File: src/sys_cfg_pkg.sv
// Constants shared by the configuration and chip-select logic.
// Assumes an 8-bit CPU I/O path and a 20-bit memory address.

package sys_cfg_pkg;

   // ----------------------------------------
   // Register map (low I/O address byte)
   // ----------------------------------------
   localparam logic [7:0] REG_RAM_UB  = 8'hE6;
   localparam logic [7:0] REG_RAM_LB  = 8'hE7;
   localparam logic [7:0] REG_ROM_UB  = 8'hE8;
   localparam logic [7:0] REG_SYS_CFG = 8'hEF;

   localparam logic [7:0] BOUND_RESET = 8'hFF;
   localparam logic [7:0] CFG_RESET   = 8'h00;
   localparam logic [7:0] READ_NONE   = 8'h00;

   // ----------------------------------------
   // Configuration bit positions
   // ----------------------------------------
   localparam int CFG_PORTC   = 7;
   localparam int CFG_PB75    = 6;
   localparam int CFG_PB40    = 5;
   localparam int CFG_EMU     = 4;
   localparam int CFG_ROM_DIS = 3;
   localparam int CFG_TRI_HI  = 2;
   localparam int CFG_HOST    = 1;
   localparam int CFG_CHAIN   = 0;

   // Compared address field
   localparam int PAGE_HI = 19;
   localparam int PAGE_LO = 12;

   // Triple-pin selections
   localparam logic [1:0] TRI_CHAN_B = 2'h2;
   localparam logic [1:0] TRI_HOST   = 2'h3;

   typedef enum logic [1:0] {
      DIR_Z   = 2'h0,
      DIR_IN  = 2'h1,
      DIR_OUT = 2'h2
   } bus_dir_t;

endpackage

File: src/chip_select_decode.sv
// Page comparators for the ROM and RAM chip selects.
// Assumes the caller registers the selects and gives the core address.
`timescale 1ns/1ns

module chip_select_decode (
   // Cycle
   input  wire logic [7:0] page,
   input  wire logic       mem_cycle,
   input  wire logic       rom_disable,
   // Bounds
   input  wire logic [7:0] rom_ub,
   input  wire logic [7:0] ram_ub,
   input  wire logic [7:0] ram_lb,
   // Selects, active high
   output logic            rom_sel,
   output logic            ram_sel
);
   logic rom_hit;
   logic ram_hit;

   always_comb begin
      rom_hit = (page <= rom_ub) && !rom_disable;
      ram_hit = (page <= ram_ub) && (page >= ram_lb);
      rom_sel = mem_cycle && rom_hit;
      ram_sel = mem_cycle && ram_hit && !rom_hit;
   end

endmodule

File: src/bus_dir_decode.sv
// Data bus direction for each transaction type.
// Assumes one-hot-ish cycle strobes from the CPU core, same clock.
`timescale 1ns/1ns

module bus_dir_decode
   import sys_cfg_pkg::*;
(
   // Transaction
   input  wire logic   bus_master,
   input  wire logic   io_req,
   input  wire logic   mem_req,
   input  wire logic   rd_req,
   input  wire logic   wr_req,
   input  wire logic   ack_cycle,
   input  wire logic   refresh,
   input  wire logic   onchip_sel,
   input  wire logic   chain_in,
   input  wire logic   emu,
   // Result
   output bus_dir_t    dir
);
   always_comb begin
      dir = DIR_Z;
      if (refresh) begin
         dir = DIR_Z;
      end else if (bus_master) begin
         if (ack_cycle) begin
            if (!chain_in) dir = DIR_IN;
            else if (emu) dir = DIR_OUT;
         end else if (io_req && wr_req) begin
            dir = DIR_OUT;
         end else if (io_req && rd_req) begin
            if (!onchip_sel) dir = DIR_IN;
            else if (emu) dir = DIR_OUT;
         end else if (mem_req && wr_req) begin
            dir = DIR_OUT;
         end else if (mem_req && rd_req) begin
            dir = DIR_IN;
         end
      end else begin
         if (ack_cycle) begin
            dir = onchip_sel ? DIR_OUT : DIR_IN;
         end else if (io_req && wr_req) begin
            dir = onchip_sel ? DIR_IN : DIR_Z;
         end else if (io_req && rd_req) begin
            dir = onchip_sel ? DIR_OUT : DIR_Z;
         end else if (mem_req && rd_req) begin
            dir = DIR_IN;
         end
      end
   end

endmodule

File: src/sys_config_chip_select.sv
// System configuration register, pin steering, daisy chain and
// memory chip selects. Assumes CPU strobes on clk; chain input is a pin.
`timescale 1ns/1ns

module sys_config_chip_select (
   // Clock and reset
   input  wire logic        clk,
   input  wire logic        nrst,
   // CPU core cycle
   input  wire logic [19:0] cpu_addr,
   input  wire logic [7:0]  cpu_wdata,
   input  wire logic [7:0]  vector_data,
   input  wire logic        io_req,
   input  wire logic        mem_req,
   input  wire logic        rd_req,
   input  wire logic        wr_req,
   input  wire logic        ack_cycle,
   input  wire logic        refresh,
   input  wire logic        bus_master,
   input  wire logic        onchip_sel,
   output logic [7:0]       rdata,
   output logic             rd_hit,
   // External data bus
   output logic [7:0]       dbus_out,
   output logic             dbus_oe_n,
   output logic             dbus_capture,
   // Chip selects
   output logic             rom_chip_select_n,
   output logic             ram_chip_select_n,
   // Interrupts and daisy chain
   input  wire logic        chain_enable_in,
   input  wire logic        serial_int_req,
   input  wire logic        host_int_req,
   input  wire logic        serial_int_pend,
   input  wire logic        host_int_pend,
   output logic             irq0_n,
   output logic             serial_chain_in,
   output logic             host_chain_in,
   // Mode outputs
   output logic             emulator_direction_flag,
   output logic             chan_b_outputs_enable,
   output logic             parallel_port_enable,
   output logic             host_emul_enable,
   // Port C pins and their sources
   input  wire logic [7:0]  port_c_out,
   input  wire logic [7:0]  port_c_oe_n,
   input  wire logic [7:0]  chan_a_out,
   input  wire logic [7:0]  chan_a_oe_n,
   output logic [7:0]       pc_pin_out,
   output logic [7:0]       pc_pin_oe_n,
   // Port B pins and their sources
   input  wire logic [7:0]  port_b_out,
   input  wire logic [7:0]  port_b_oe_n,
   input  wire logic        async1_tx,
   input  wire logic [4:0]  async0_out,
   input  wire logic [4:0]  async0_oe_n,
   output logic [7:0]       pb_pin_out,
   output logic [7:0]       pb_pin_oe_n,
   // Triple-shared pins and their sources
   input  wire logic        dma1_end_n,
   input  wire logic        clocked_serial_tx,
   input  wire logic        clocked_serial_clock,
   input  wire logic        clocked_serial_clock_oe_n,
   input  wire logic        chan_b_request_to_send_n,
   input  wire logic        chan_b_terminal_ready_req_n,
   input  wire logic        chan_b_wait_req_n,
   input  wire logic        host_rx_ready_n,
   input  wire logic        host_tx_ready_n,
   input  wire logic        host_interrupt,
   output logic [2:0]       tri_pin_out,
   output logic [2:0]       tri_pin_oe_n
);
   import sys_cfg_pkg::*;

   // ----------------------------------------
   // Register file
   // ----------------------------------------
   logic [7:0] ram_upper_bound_reg, ram_upper_bound_next;
   logic [7:0] ram_lower_bound_reg, ram_lower_bound_next;
   logic [7:0] rom_upper_bound_reg, rom_upper_bound_next;
   logic [7:0] sys_cfg_reg,         sys_cfg_next;
   logic [7:0] rdata_reg,           rdata_next;
   logic       rd_hit_reg,          rd_hit_next;
   logic       io_wr;
   logic       io_rd;

   // Only the low address byte decodes; page bits alias
   always_comb begin
      io_wr = io_req && wr_req && !ack_cycle;
      io_rd = io_req && rd_req && !ack_cycle;
      ram_upper_bound_next = ram_upper_bound_reg;
      ram_lower_bound_next = ram_lower_bound_reg;
      rom_upper_bound_next = rom_upper_bound_reg;
      sys_cfg_next         = sys_cfg_reg;
      rdata_next           = READ_NONE;
      rd_hit_next          = 1'b0;
      if (io_wr) begin
         unique case (cpu_addr[7:0])
            REG_RAM_UB:  ram_upper_bound_next = cpu_wdata;
            REG_RAM_LB:  ram_lower_bound_next = cpu_wdata;
            REG_ROM_UB:  rom_upper_bound_next = cpu_wdata;
            REG_SYS_CFG: sys_cfg_next = cpu_wdata;
            default: ;
         endcase
      end
      if (io_rd) begin
         rd_hit_next = 1'b1;
         unique case (cpu_addr[7:0])
            REG_RAM_UB:  rdata_next = ram_upper_bound_reg;
            REG_RAM_LB:  rdata_next = ram_lower_bound_reg;
            REG_ROM_UB:  rdata_next = rom_upper_bound_reg;
            REG_SYS_CFG: rdata_next = sys_cfg_reg;
            default:     rd_hit_next = 1'b0;
         endcase
      end
   end

   always_ff @(posedge clk or negedge nrst) begin
      if (!nrst) begin
         ram_upper_bound_reg <= BOUND_RESET;
         ram_lower_bound_reg <= BOUND_RESET;
         rom_upper_bound_reg <= BOUND_RESET;
         sys_cfg_reg         <= CFG_RESET;
         rdata_reg           <= READ_NONE;
         rd_hit_reg          <= 1'b0;
      end else begin
         ram_upper_bound_reg <= ram_upper_bound_next;
         ram_lower_bound_reg <= ram_lower_bound_next;
         rom_upper_bound_reg <= rom_upper_bound_next;
         sys_cfg_reg         <= sys_cfg_next;
         rdata_reg           <= rdata_next;
         rd_hit_reg          <= rd_hit_next;
      end
   end

   assign rdata  = rdata_reg;
   assign rd_hit = rd_hit_reg;

   // ----------------------------------------
   // Chain input synchroniser
   // ----------------------------------------
   logic chain_meta_reg;
   logic chain_sync_reg;

   always_ff @(posedge clk or negedge nrst) begin
      if (!nrst) begin
         chain_meta_reg <= 1'b0;
         chain_sync_reg <= 1'b0;
      end else begin
         chain_meta_reg <= chain_enable_in;
         chain_sync_reg <= chain_meta_reg;
      end
   end

   // ----------------------------------------
   // Decoders
   // ----------------------------------------
   logic     rom_sel;
   logic     ram_sel;
   logic     mem_cycle;
   bus_dir_t dir;

   // Refresh and acknowledge never select memory
   assign mem_cycle = mem_req && !refresh && !ack_cycle;

   // Core address bit 19 is used, ahead of the timer output mux
   chip_select_decode u_cs (
      .page        (cpu_addr[PAGE_HI:PAGE_LO]),
      .mem_cycle   (mem_cycle),
      .rom_disable (sys_cfg_reg[CFG_ROM_DIS]),
      .rom_ub      (rom_upper_bound_reg),
      .ram_ub      (ram_upper_bound_reg),
      .ram_lb      (ram_lower_bound_reg),
      .rom_sel     (rom_sel),
      .ram_sel     (ram_sel)
   );

   bus_dir_decode u_dir (
      .bus_master (bus_master),
      .io_req     (io_req),
      .mem_req    (mem_req),
      .rd_req     (rd_req),
      .wr_req     (wr_req),
      .ack_cycle  (ack_cycle),
      .refresh    (refresh),
      .onchip_sel (onchip_sel),
      .chain_in   (chain_sync_reg),
      .emu        (sys_cfg_reg[CFG_EMU]),
      .dir        (dir)
   );

   // ----------------------------------------
   // Bus, selects and chain outputs
   // ----------------------------------------
   logic [7:0] dbus_reg,    dbus_next;
   logic       dbus_oe_n_reg, dbus_oe_n_next;
   logic       capture_reg, capture_next;
   logic       rom_cs_n_reg, rom_cs_n_next;
   logic       ram_cs_n_reg, ram_cs_n_next;
   logic       irq0_n_reg,  irq0_n_next;
   logic       serial_chain_reg, serial_chain_next;
   logic       host_chain_reg,   host_chain_next;
   logic [7:0] onchip_rd;

   always_comb begin
      onchip_rd = READ_NONE;
      unique case (cpu_addr[7:0])
         REG_RAM_UB:  onchip_rd = ram_upper_bound_reg;
         REG_RAM_LB:  onchip_rd = ram_lower_bound_reg;
         REG_ROM_UB:  onchip_rd = rom_upper_bound_reg;
         REG_SYS_CFG: onchip_rd = sys_cfg_reg;
         default: ;
      endcase
      // Vector on acknowledge, register data on reads, else core data
      if (ack_cycle)
         dbus_next = vector_data;
      else if (rd_req)
         dbus_next = onchip_rd;
      else
         dbus_next = cpu_wdata;
      dbus_oe_n_next = (dir != DIR_OUT);
      capture_next   = (dir == DIR_IN);
      rom_cs_n_next  = !rom_sel;
      ram_cs_n_next  = !ram_sel;
      irq0_n_next    = !(serial_int_req || host_int_req);
      // Higher ranked source passes the chain only when idle
      if (sys_cfg_reg[CFG_CHAIN]) begin
         host_chain_next   = chain_sync_reg;
         serial_chain_next = chain_sync_reg && !host_int_pend;
      end else begin
         serial_chain_next = chain_sync_reg;
         host_chain_next   = chain_sync_reg && !serial_int_pend;
      end
   end

   always_ff @(posedge clk or negedge nrst) begin
      if (!nrst) begin
         dbus_reg         <= 8'h00;
         dbus_oe_n_reg    <= 1'b1;
         capture_reg      <= 1'b0;
         rom_cs_n_reg     <= 1'b1;
         ram_cs_n_reg     <= 1'b1;
         irq0_n_reg       <= 1'b1;
         serial_chain_reg <= 1'b0;
         host_chain_reg   <= 1'b0;
      end else begin
         dbus_reg         <= dbus_next;
         dbus_oe_n_reg    <= dbus_oe_n_next;
         capture_reg      <= capture_next;
         rom_cs_n_reg     <= rom_cs_n_next;
         ram_cs_n_reg     <= ram_cs_n_next;
         irq0_n_reg       <= irq0_n_next;
         serial_chain_reg <= serial_chain_next;
         host_chain_reg   <= host_chain_next;
      end
   end

   assign dbus_out          = dbus_reg;
   assign dbus_oe_n         = dbus_oe_n_reg;
   assign dbus_capture      = capture_reg;
   assign rom_chip_select_n = rom_cs_n_reg;
   assign ram_chip_select_n = ram_cs_n_reg;
   assign irq0_n            = irq0_n_reg;
   assign serial_chain_in   = serial_chain_reg;
   assign host_chain_in     = host_chain_reg;

   // ----------------------------------------
   // Pin steering
   // ----------------------------------------
   logic [7:0] pc_out_reg, pc_out_next, pc_oe_reg, pc_oe_next;
   logic [7:0] pb_out_reg, pb_out_next, pb_oe_reg, pb_oe_next;
   logic [2:0] tri_out_reg, tri_out_next, tri_oe_reg, tri_oe_next;
   logic       port_en;
   logic [1:0] tri_code;

   // Parallel pins float while the port is disabled in host mode
   always_comb begin
      port_en  = !sys_cfg_reg[CFG_HOST];
      tri_code = sys_cfg_reg[CFG_TRI_HI:CFG_HOST];
      if (sys_cfg_reg[CFG_PORTC]) begin
         pc_out_next = port_c_out;
         pc_oe_next  = port_en ? port_c_oe_n : 8'hFF;
      end else begin
         pc_out_next = chan_a_out;
         pc_oe_next  = chan_a_oe_n;
      end
      if (sys_cfg_reg[CFG_PB75]) begin
         pb_out_next[7:5] = port_b_out[7:5];
         pb_oe_next[7:5]  = port_en ? port_b_oe_n[7:5] : 3'h7;
      end else begin
         // Receive and clear-to-send pins stay inputs
         pb_out_next[7:5] = {1'b0, async1_tx, 1'b0};
         pb_oe_next[7:5]  = 3'h5;
      end
      if (sys_cfg_reg[CFG_PB40]) begin
         pb_out_next[4:0] = port_b_out[4:0];
         pb_oe_next[4:0]  = port_en ? port_b_oe_n[4:0] : 5'h1F;
      end else begin
         pb_out_next[4:0] = async0_out;
         pb_oe_next[4:0]  = async0_oe_n;
      end
      unique case (tri_code)
         TRI_CHAN_B: begin
            tri_out_next = {chan_b_request_to_send_n,
                            chan_b_terminal_ready_req_n,
                            chan_b_wait_req_n};
            tri_oe_next  = 3'h0;
         end
         TRI_HOST: begin
            tri_out_next = {host_rx_ready_n, host_tx_ready_n,
                            host_interrupt};
            tri_oe_next  = 3'h0;
         end
         default: begin
            tri_out_next = {dma1_end_n, clocked_serial_tx,
                            clocked_serial_clock};
            tri_oe_next  = {2'h0, clocked_serial_clock_oe_n};
         end
      endcase
   end

   always_ff @(posedge clk or negedge nrst) begin
      if (!nrst) begin
         pc_out_reg  <= 8'h00;
         pc_oe_reg   <= 8'hFF;
         pb_out_reg  <= 8'h00;
         pb_oe_reg   <= 8'hFF;
         tri_out_reg <= 3'h0;
         tri_oe_reg  <= 3'h7;
      end else begin
         pc_out_reg  <= pc_out_next;
         pc_oe_reg   <= pc_oe_next;
         pb_out_reg  <= pb_out_next;
         pb_oe_reg   <= pb_oe_next;
         tri_out_reg <= tri_out_next;
         tri_oe_reg  <= tri_oe_next;
      end
   end

   assign pc_pin_out   = pc_out_reg;
   assign pc_pin_oe_n  = pc_oe_reg;
   assign pb_pin_out   = pb_out_reg;
   assign pb_pin_oe_n  = pb_oe_reg;
   assign tri_pin_out  = tri_out_reg;
   assign tri_pin_oe_n = tri_oe_reg;

   assign emulator_direction_flag = sys_cfg_reg[CFG_EMU];
   assign chan_b_outputs_enable   = !sys_cfg_reg[CFG_HOST];
   assign parallel_port_enable    = !sys_cfg_reg[CFG_HOST];
   assign host_emul_enable        = sys_cfg_reg[CFG_HOST];
endmodule

File: config.mk
export PLATFORM = sky130hd
export DESIGN_NAME = sys_config_chip_select
export DESIGN_NICKNAME = d
export VERILOG_FILES = /design/src/sys_cfg_pkg.sv /design/src/chip_select_decode.sv /design/src/bus_dir_decode.sv /design/src/sys_config_chip_select.sv
export SDC_FILE = /design/constraint.sdc
export NUM_CORES = 1
export LEC_CHECK = 0
export BUFFER_PORTS_ARGS = -buffer_cell sky130_fd_sc_hd__buf_2
export CORE_ASPECT_RATIO = 2
export CORE_UTILIZATION = 44
export CTS_CLUSTER_SIZE = 28
export DETAILED_ROUTE_END_ITERATION = 8
export PLACE_DENSITY_LB_ADDON = 0.05
export SLEW_MARGIN = 5
export SYNTH_ARGS = -nofsm -noshare
export SYNTH_HDL_FRONTEND = slang
export SYNTH_HIERARCHICAL = 1
export SYNTH_SLANG_ARGS = --single-unit
File: constraint.sdc
create_clock -name clk -period 1.6 [get_ports clk]
set_input_delay 0.24 -clock clk [delete_from_list [all_inputs] [get_ports clk]]
set_output_delay 0.24 -clock clk [all_outputs]
set_load 0.1 [all_outputs]
==> flow_summary.json, run 1 <==
{
  "fin_util": 0.6532,
  "ant_nets": 0,
  "dieHeight_um": 147.5,
  "synth_cell_types": 49,
  "rsz0062_at_grt": "yes",
  "ys_ff_latch": 95,
  "vias": 3863,
  "report.final.slew_viol_count": 0,
  "synth.avg_cell_area_sq_um": 12.04,
  "insertion_delay_ns": 0.34,
  "ios": 186,
  "p_leak_uw": 0.003136,
  "worst-path-max-fanout": 2,
  "grt_usage": 0.2384,
  "dominantRegCellSynth": "dfrtp_1",
  "drt_iter0_markers": 112,
  "setup_ws_ns": -0.1070,
  "path_class": "register to register",
  "reg2reg_depth": 7,
  "hold_viol": 0,
  "ys_top_cells_by_area": "dfrtp_1 (26%), dfstp_2 (26%), mux2_2 (11%)",
  "drc": 0,
  "synth-seq-area-share": 0.5227,
  "ff2ff_setup_slack_ns": -0.11,
  "grt_pass1_wl_mm": 19.46,
  "grtUsageMet3": 0.04567,
  "rr_startpoint": "ram_lower_bound_reg[0]$_DFFE_PN1P_",
  "hp-start": "serial_int_pend",
  "clock_skew_ns": 0.009431,
  "fp.coreArea_sq_um": 10210,
  "tns_ns": -0.1156,
  "vias_per_cell": 4.997,
  "syn2layout_area_growth_pct": 43.24,
  "grt_pass1_vias": 4084,
  "wl_per_cell_um": 16.08,
  "final_cell_mix": "buf_2 (178), buf_4 (57), dfrtp_1 (48), dfstp_2 (46), mux2_2 (38)",
  "clock-sinks": 95,
  "num_antenna_cells": 0,
  "grt_overflow": 0,
  "root_buffer": "clkbuf_16",
  "final_area_sq_um": 6673,
  "drive_above_1_share": 0.5925,
  "synth_nets": 531,
  "start_util": 0.4560,
  "finalCritPeriodShare": 1.067,
  "r2r-end": "ram_chip_select_n$_DFF_PN1_",
  "finalSetupViolations": 2,
  "die_w_um": 74.76,
  "max_cap_viol_count": 0,
  "status": "complete, but fails checks",
  "dr.pass1.iters": 4,
  "final_common_cell": "buf_2",
  "final_nets": 777,
  "synth_area_sq_um": 4658,
  "grt_max_degree": 33,
  "grt_use_met1": 0.2402,
  "top_usage_layer": "met2",
  "crit_required_ns": 1.89,
  "numCtsBuffers": 9,
  "place_area_sq_um": 6252,
  "violations": "setup timing",
  "synth-edff-count": 0,
  "clk_pin_slew_ns": 0.07,
  "min_period_ns": 1.707,
  "hp-class": "input port to register",
  "synthArstFlopShare": 1.000,
  "netlist_instances": 387,
  "hold-path-cell-count": 2,
  "grt_use_met2": 0.4491,
  "wl_mm": 12.43,
  "clockBufferDepth": 2,
  "die_area_sq_um": 11030,
  "antenna_found_initial": 0,
  "synth_largest_area_cell": "dfrtp_1",
  "ir_drop_v": 0.0004464,
  "ys.warnings.count": 6,
  "cts_tree": "done",
  "dp_hpwl_mm": 10.23,
  "crit_path_end_kind": "register",
  "htree_levels": 3,
  "io_buffers": 181,
  "cp.arrival_ns": 2.00,
  "yosys.area.top_type_share": 0.2632,
  "crit_start": "ram_lower_bound_reg[0]$_DFFE_PN1P_",
  "num_rows": 52,
  "holdPathEnd": "host_chain_in$_DFF_PN0_",
  "powerDensity_nw_per_um2": 864.2,
  "fmax_mhz": 585.8,
  "place_congestion": 0.8488,
  "critPathLaunchType": "register"
}
## per-stage QoR
step | std cells | hold slack [ns] | worst slack, ns | power, uW
after detailed placement | 750 | 0.2014 | -0.1133 | 3745
final | 773 | 0.07738 | -0.1070 | 5766
after global placement | 750 | 0.2043 | -0.1153 | 3726
after floorplan | 387 | -0.05559 | -0.3050 | 3335
after global routing | 773 | 0.07762 | -0.1676 | 6014
after CTS | 769 | 0.0004279 | -0.1195 | 5826
## power by group
part	leakage [uW]	switching [uW]	internal, uW
sequential	0.00110	29.1	2510
combinational	0.00190	836	348
clock	0.000140	958	1090
## layout make-up
type	instances	area (sq um)
fillers	875	3542
flip-flops and latches	95	2439
multi-input cells	249	2168
repair buffers	245	1479
clock buffers	9	225.2
well taps	135	168.9
inverters	33	127.6
clock inverters	7	65.06
## cell families after synthesis
| group | synth area share |
|---|---|
| DFF | 0.5227 |
| muxes | 0.1348 |
| buffers and inverters | 0.03733 |
| adders and majority gates | 0.06446 |
| and+or+nand+nor | 0.1190 |
| AOI/OAI and AO/OA | 0.1209 |
| other | 0.0008050 |
## what timing repair did
item / CTS / global route
setup buffers: 0 / 3
endpoints found under the setup margin: 2 / 4
hold buffers: 3 / 1
pin swaps: 5 / 5
resized for setup: 5 / 8
endpoints found under the hold margin: 13 / 1
## synthesized netlist by cell type, types with 2 or more instances
| master | n |
|---|---|
| dfrtp_1 | 49 |
| ha_1 | 24 |
| nand2_1 | 19 |
| buf_4 | 3 |
| clkbuf_1 | 5 |
| nor3_2 | 2 |
| dfstp_2 | 46 |
| a21oi_1 | 12 |
| a22oi_1 | 15 |
| inv_1 | 31 |
| nand3b_1 | 4 |
| nor2b_1 | 6 |
| o21ai_1 | 4 |
| o21a_1 | 3 |
| nand3_1 | 20 |
| o21ai_0 | 6 |
| nor2_2 | 2 |
| nor2_1 | 19 |
| mux2i_1 | 11 |
| o2bb2ai_1 | 8 |
| nand4_1 | 5 |
| a21boi_0 | 2 |
| nor3_1 | 3 |
| and2_1 | 4 |
| o22a_1 | 13 |
| mux2_2 | 46 |
| nor4_4 | 3 |
## layer usage
layer,wire length [um],vias up
li1,-,1890
met1,4454,1805
met2,7017,140
met3,553,28
met4,402,0
met5,0,-
## critical path, stage by stage, from the launching register on
cell	delay [ns]
dfstp_2	0.56
ha_4	0.19
nand2b_4	0.14
a2111oi_4	0.35
o32ai_2	0.12
o2111ai_2	0.19
nor3_2	0.05
inv_1	0.05
## how the worst max path moves through the flow
stage / end / slack, ns / cells past startpoint
2_1_floorplan: parallel_port_enable / -0.30 / 3
3_3_place_gp: sys_cfg_reg[3]$_DFFE_PN0P_ / -0.12 / 7
3_5_place_dp: ram_chip_select_n$_DFF_PN1_ / -0.11 / 7
4_1_cts: ram_chip_select_n$_DFF_PN1_ / -0.12 / 8
5_1_grt: ram_chip_select_n$_DFF_PN1_ / -0.17 / 7
6_report: ram_chip_select_n$_DFF_PN1_ / -0.11 / 7
Power figures use the tool's default switching activity.
==> run 2: changes to the inputs <==
ABC_AREA = 1   (was default)
CORE_UTILIZATION = 46   (was 44)
CTS_BUF_LIST = sky130_fd_sc_hd__clkbuf_2   (was default)
==> run 2 against run 1 <==
Effect of this change:
- the run still ends with setup timing left
- sequential power increased by 2%
- setup slack lost 0.020 ns
- first-iteration DRC count grew to 3.0 times the previous value
- fmax shrank 1.2%
- critical path depth decreased by 5
- design area rose by 20%
- sequential share of layout area fell by 6.1 points
- non-clock buffer count rose by 72
- combinational power rose by 35%
- area after synthesis up 4.8%
- critical path type is now register to primary output
- largest power group unchanged
==> flow_summary.json, run 2 <==
{
  "status": "complete, but fails checks",
  "violations": "setup timing",
  "grt_max_degree": 96,
  "num_rows": 52,
  "min_period_ns": 1.727,
  "synth.most_common_cell": "nand2_1",
  "critical_path.top_delay_family": "flip-flops",
  "synth_nets": 724,
  "crit_cells": 2,
  "synth_largest_area_cell": "dfrtp_1",
  "relSlewSlack": 0.6494,
  "numCtsBuffers": 9,
  "grt_usage": 0.3290,
  "clk_pin_slew_ns": 0.27,
  "hold-path-cell-count": 3,
  "grt_pass1_vias": 5470,
  "fmax_mhz": 578.9,
  "fp.coreArea_sq_um": 10210,
  "ys_top_cells_by_area": "dfrtp_1 (25%), dfstp_2 (25%), nand2_1 (14%)",
  "insertion_delay_ns": 0.56,
  "ios": 186,
  "p_leak_uw": 0.003854,
  "ys_ff_latch": 95,
  "vias": 5315,
  "root_buffer": "clkbuf_2",
  "grt_pass1_wl_mm": 26.84,
  "synthArstFlopShare": 1.000,
  "syn2layout_area_growth_pct": 64.17,
  "crit_path_end_kind": "primary output",
  "finalSetupViolations": 6,
  "place_area_sq_um": 6112,
  "ir_drop_v": 0.0003826,
  "hp-start": "io_req",
  "synth-seq-area-share": 0.4987,
  "reg2reg_depth": 4,
  "ant_nets": 0,
  "holdPathEnd": "rdata[7]$_DFF_PN0_",
  "report.final.slew_viol_count": 0,
  "final_common_cell": "nand2_1",
  "max_stage_delay_ns": 0.52,
  "dominantRegCellSynth": "dfrtp_1",
  "hold_viol": 0,
  "vias_per_cell": 5.155,
  "setup_ws_ns": -0.1274,
  "grt_overflow": 0,
  "ff2ff_setup_slack_ns": -0.01,
  "critPathSlowestCell": "dfrtp_4",
  "finalCritPeriodShare": 1.080,
  "dr.pass1.iters": 5,
  "dp_hpwl_mm": 10.56,
  "yosys.area.top_type_share": 0.2512,
  "die_w_um": 74.85,
  "rsz0062_at_grt": "yes",
  "place_congestion": 0.8393,
  "clockBufferDepth": 2,
  "pre_cts_ws_ns": -0.02649,
  "crit_required_ns": 1.36,
  "synth-edff-count": 0,
  "tightest_slew_ns": 0.5260,
  "ys.warnings.count": 6,
  "path_class": "register to primary output",
  "cp_cell_sequence": "clkinvlp_4, buf_12",
  "cp_num_buf_inv": 2,
  "die_area_sq_um": 11050,
  "final_area_sq_um": 8015,
  "antenna_found_initial": 3,
  "max_cap_viol_count": 0,
  "rr_startpoint": "sys_cfg_reg[1]$_DFFE_PN0P_",
  "crit_start": "sys_cfg_reg[1]$_DFFE_PN0P_",
  "hp-class": "input port to register",
  "clock-sinks": 95,
  "worst-path-max-fanout": 3,
  "wl_per_cell_um": 17.82,
  "final_nets": 1032,
  "clock_skew_ns": 0.04146,
  "tns_ns": -0.4742,
  "start_util": 0.4780,
  "wl_mm": 18.37,
  "io_buffers": 181,
  "htree_levels": 3,
  "synth_area_sq_um": 4882,
  "yosys-top-cells-count": "nand2_1 (179), inv_1 (66), dfrtp_1 (49)",
  "dieHeight_um": 147.7,
  "netlist_instances": 580,
  "final_cell_mix": "nand2_1 (171), buf_2 (113), dlygate4sd3_1 (94), buf_4 (76), inv_1 (53)",
  "synth_cell_types": 31,
  "drt_iter0_markers": 331,
  "cp.arrival_ns": 1.49,
  "drc": 0,
  "powerDensity_nw_per_um2": 667.3,
  "cts_tree": "done",
  "synth.avg_cell_area_sq_um": 8.418,
  "r2r-end": "pb_pin_oe_n[2]$_DFF_PN1_",
  "critPathLaunchType": "register",
  "drive_above_1_share": 0.3942
}
run 2: what timing repair did:
item                                   in CTS  in global routing
setup endpoints to repair                  66                 50
endpoints found under the hold margin     127                  0
pin swaps                                   3                 27
buffers inserted                            4                  7
hold buffers                               96                  0
resized for setup                         129                 69
run 2: metrics by stage:
step	util	hold slack, ns	total power, uW	instances
2_1_floorplan	-	-0.05559	3362	580
3_3_place_gp	0.5984	0.3248	3724	907
3_5_place_dp	0.5984	0.3315	3740	907
4_1_cts	0.7489	0.03784	5225	1023
5_1_grt	0.7847	0.05761	5559	1031
6_report	0.7847	0.1007	5349	1031
run 2: layer usage:
metal | global-route usage | part of all wire | wire length [um] | vias up
met5 | 0 | 0 | 0 | -
met4 | 0.2113 | 0.065 | 1199 | 0
met3 | 0.06953 | 0.066 | 1209 | 87
met2 | 0.5851 | 0.54 | 9840 | 270
met1 | 0.3297 | 0.33 | 6124 | 2492
li1 | - | - | - | 2466
run 2: kinds of logic after synthesis:
group / after synthesis / synth area share
adders and majority gates: 24 / 0.06151
and+or+nand+nor: 287 / 0.2632
other: 1 / 0.0007681
DFF: 95 / 0.4987
AOI/OAI and AO/OA: 85 / 0.09123
buffers and inverters: 88 / 0.08457
run 2: worst reg2reg max path: stages (launching register included):
cell and delay, ns:
dfrtp_4 0.57, buf_8 0.18, o21ai_1 0.14, nand2_1 0.10, dlygate4sd3_1 0.58
run 2: cell type report:
| type | count | area [sq um] |
|---|---|---|
| flip-flops and latches | 95 | 2441 |
| well taps | 135 | 168.9 |
| clock buffers | 10 | 50.05 |
| repair buffers | 317 | 2705 |
| diodes | 3 | 7.507 |
| fillers | 651 | 2200 |
| clock inverters | 6 | 61.31 |
| multi-input cells | 397 | 2311 |
| inverters | 68 | 270.3 |
run 2: power breakdown:
part	internal [uW]	total [uW]	switching [uW]
clock network	367	1190	820
registers	2520	2580	57.7
logic	590	1590	996
run 2: worst max path at each step:
| stage | end | slack [ns] |
|---|---|---|
| 2_1_floorplan | parallel_port_enable | -0.18 |
| 3_3_place_gp | rom_chip_select_n$_DFF_PN1_ | -0.02 |
| 3_5_place_dp | rom_chip_select_n$_DFF_PN1_ | -0.03 |
| 4_1_cts | chan_b_outputs_enable | -0.12 |
| 5_1_grt | chan_b_outputs_enable | -0.20 |
| 6_report | chan_b_outputs_enable | -0.13 |
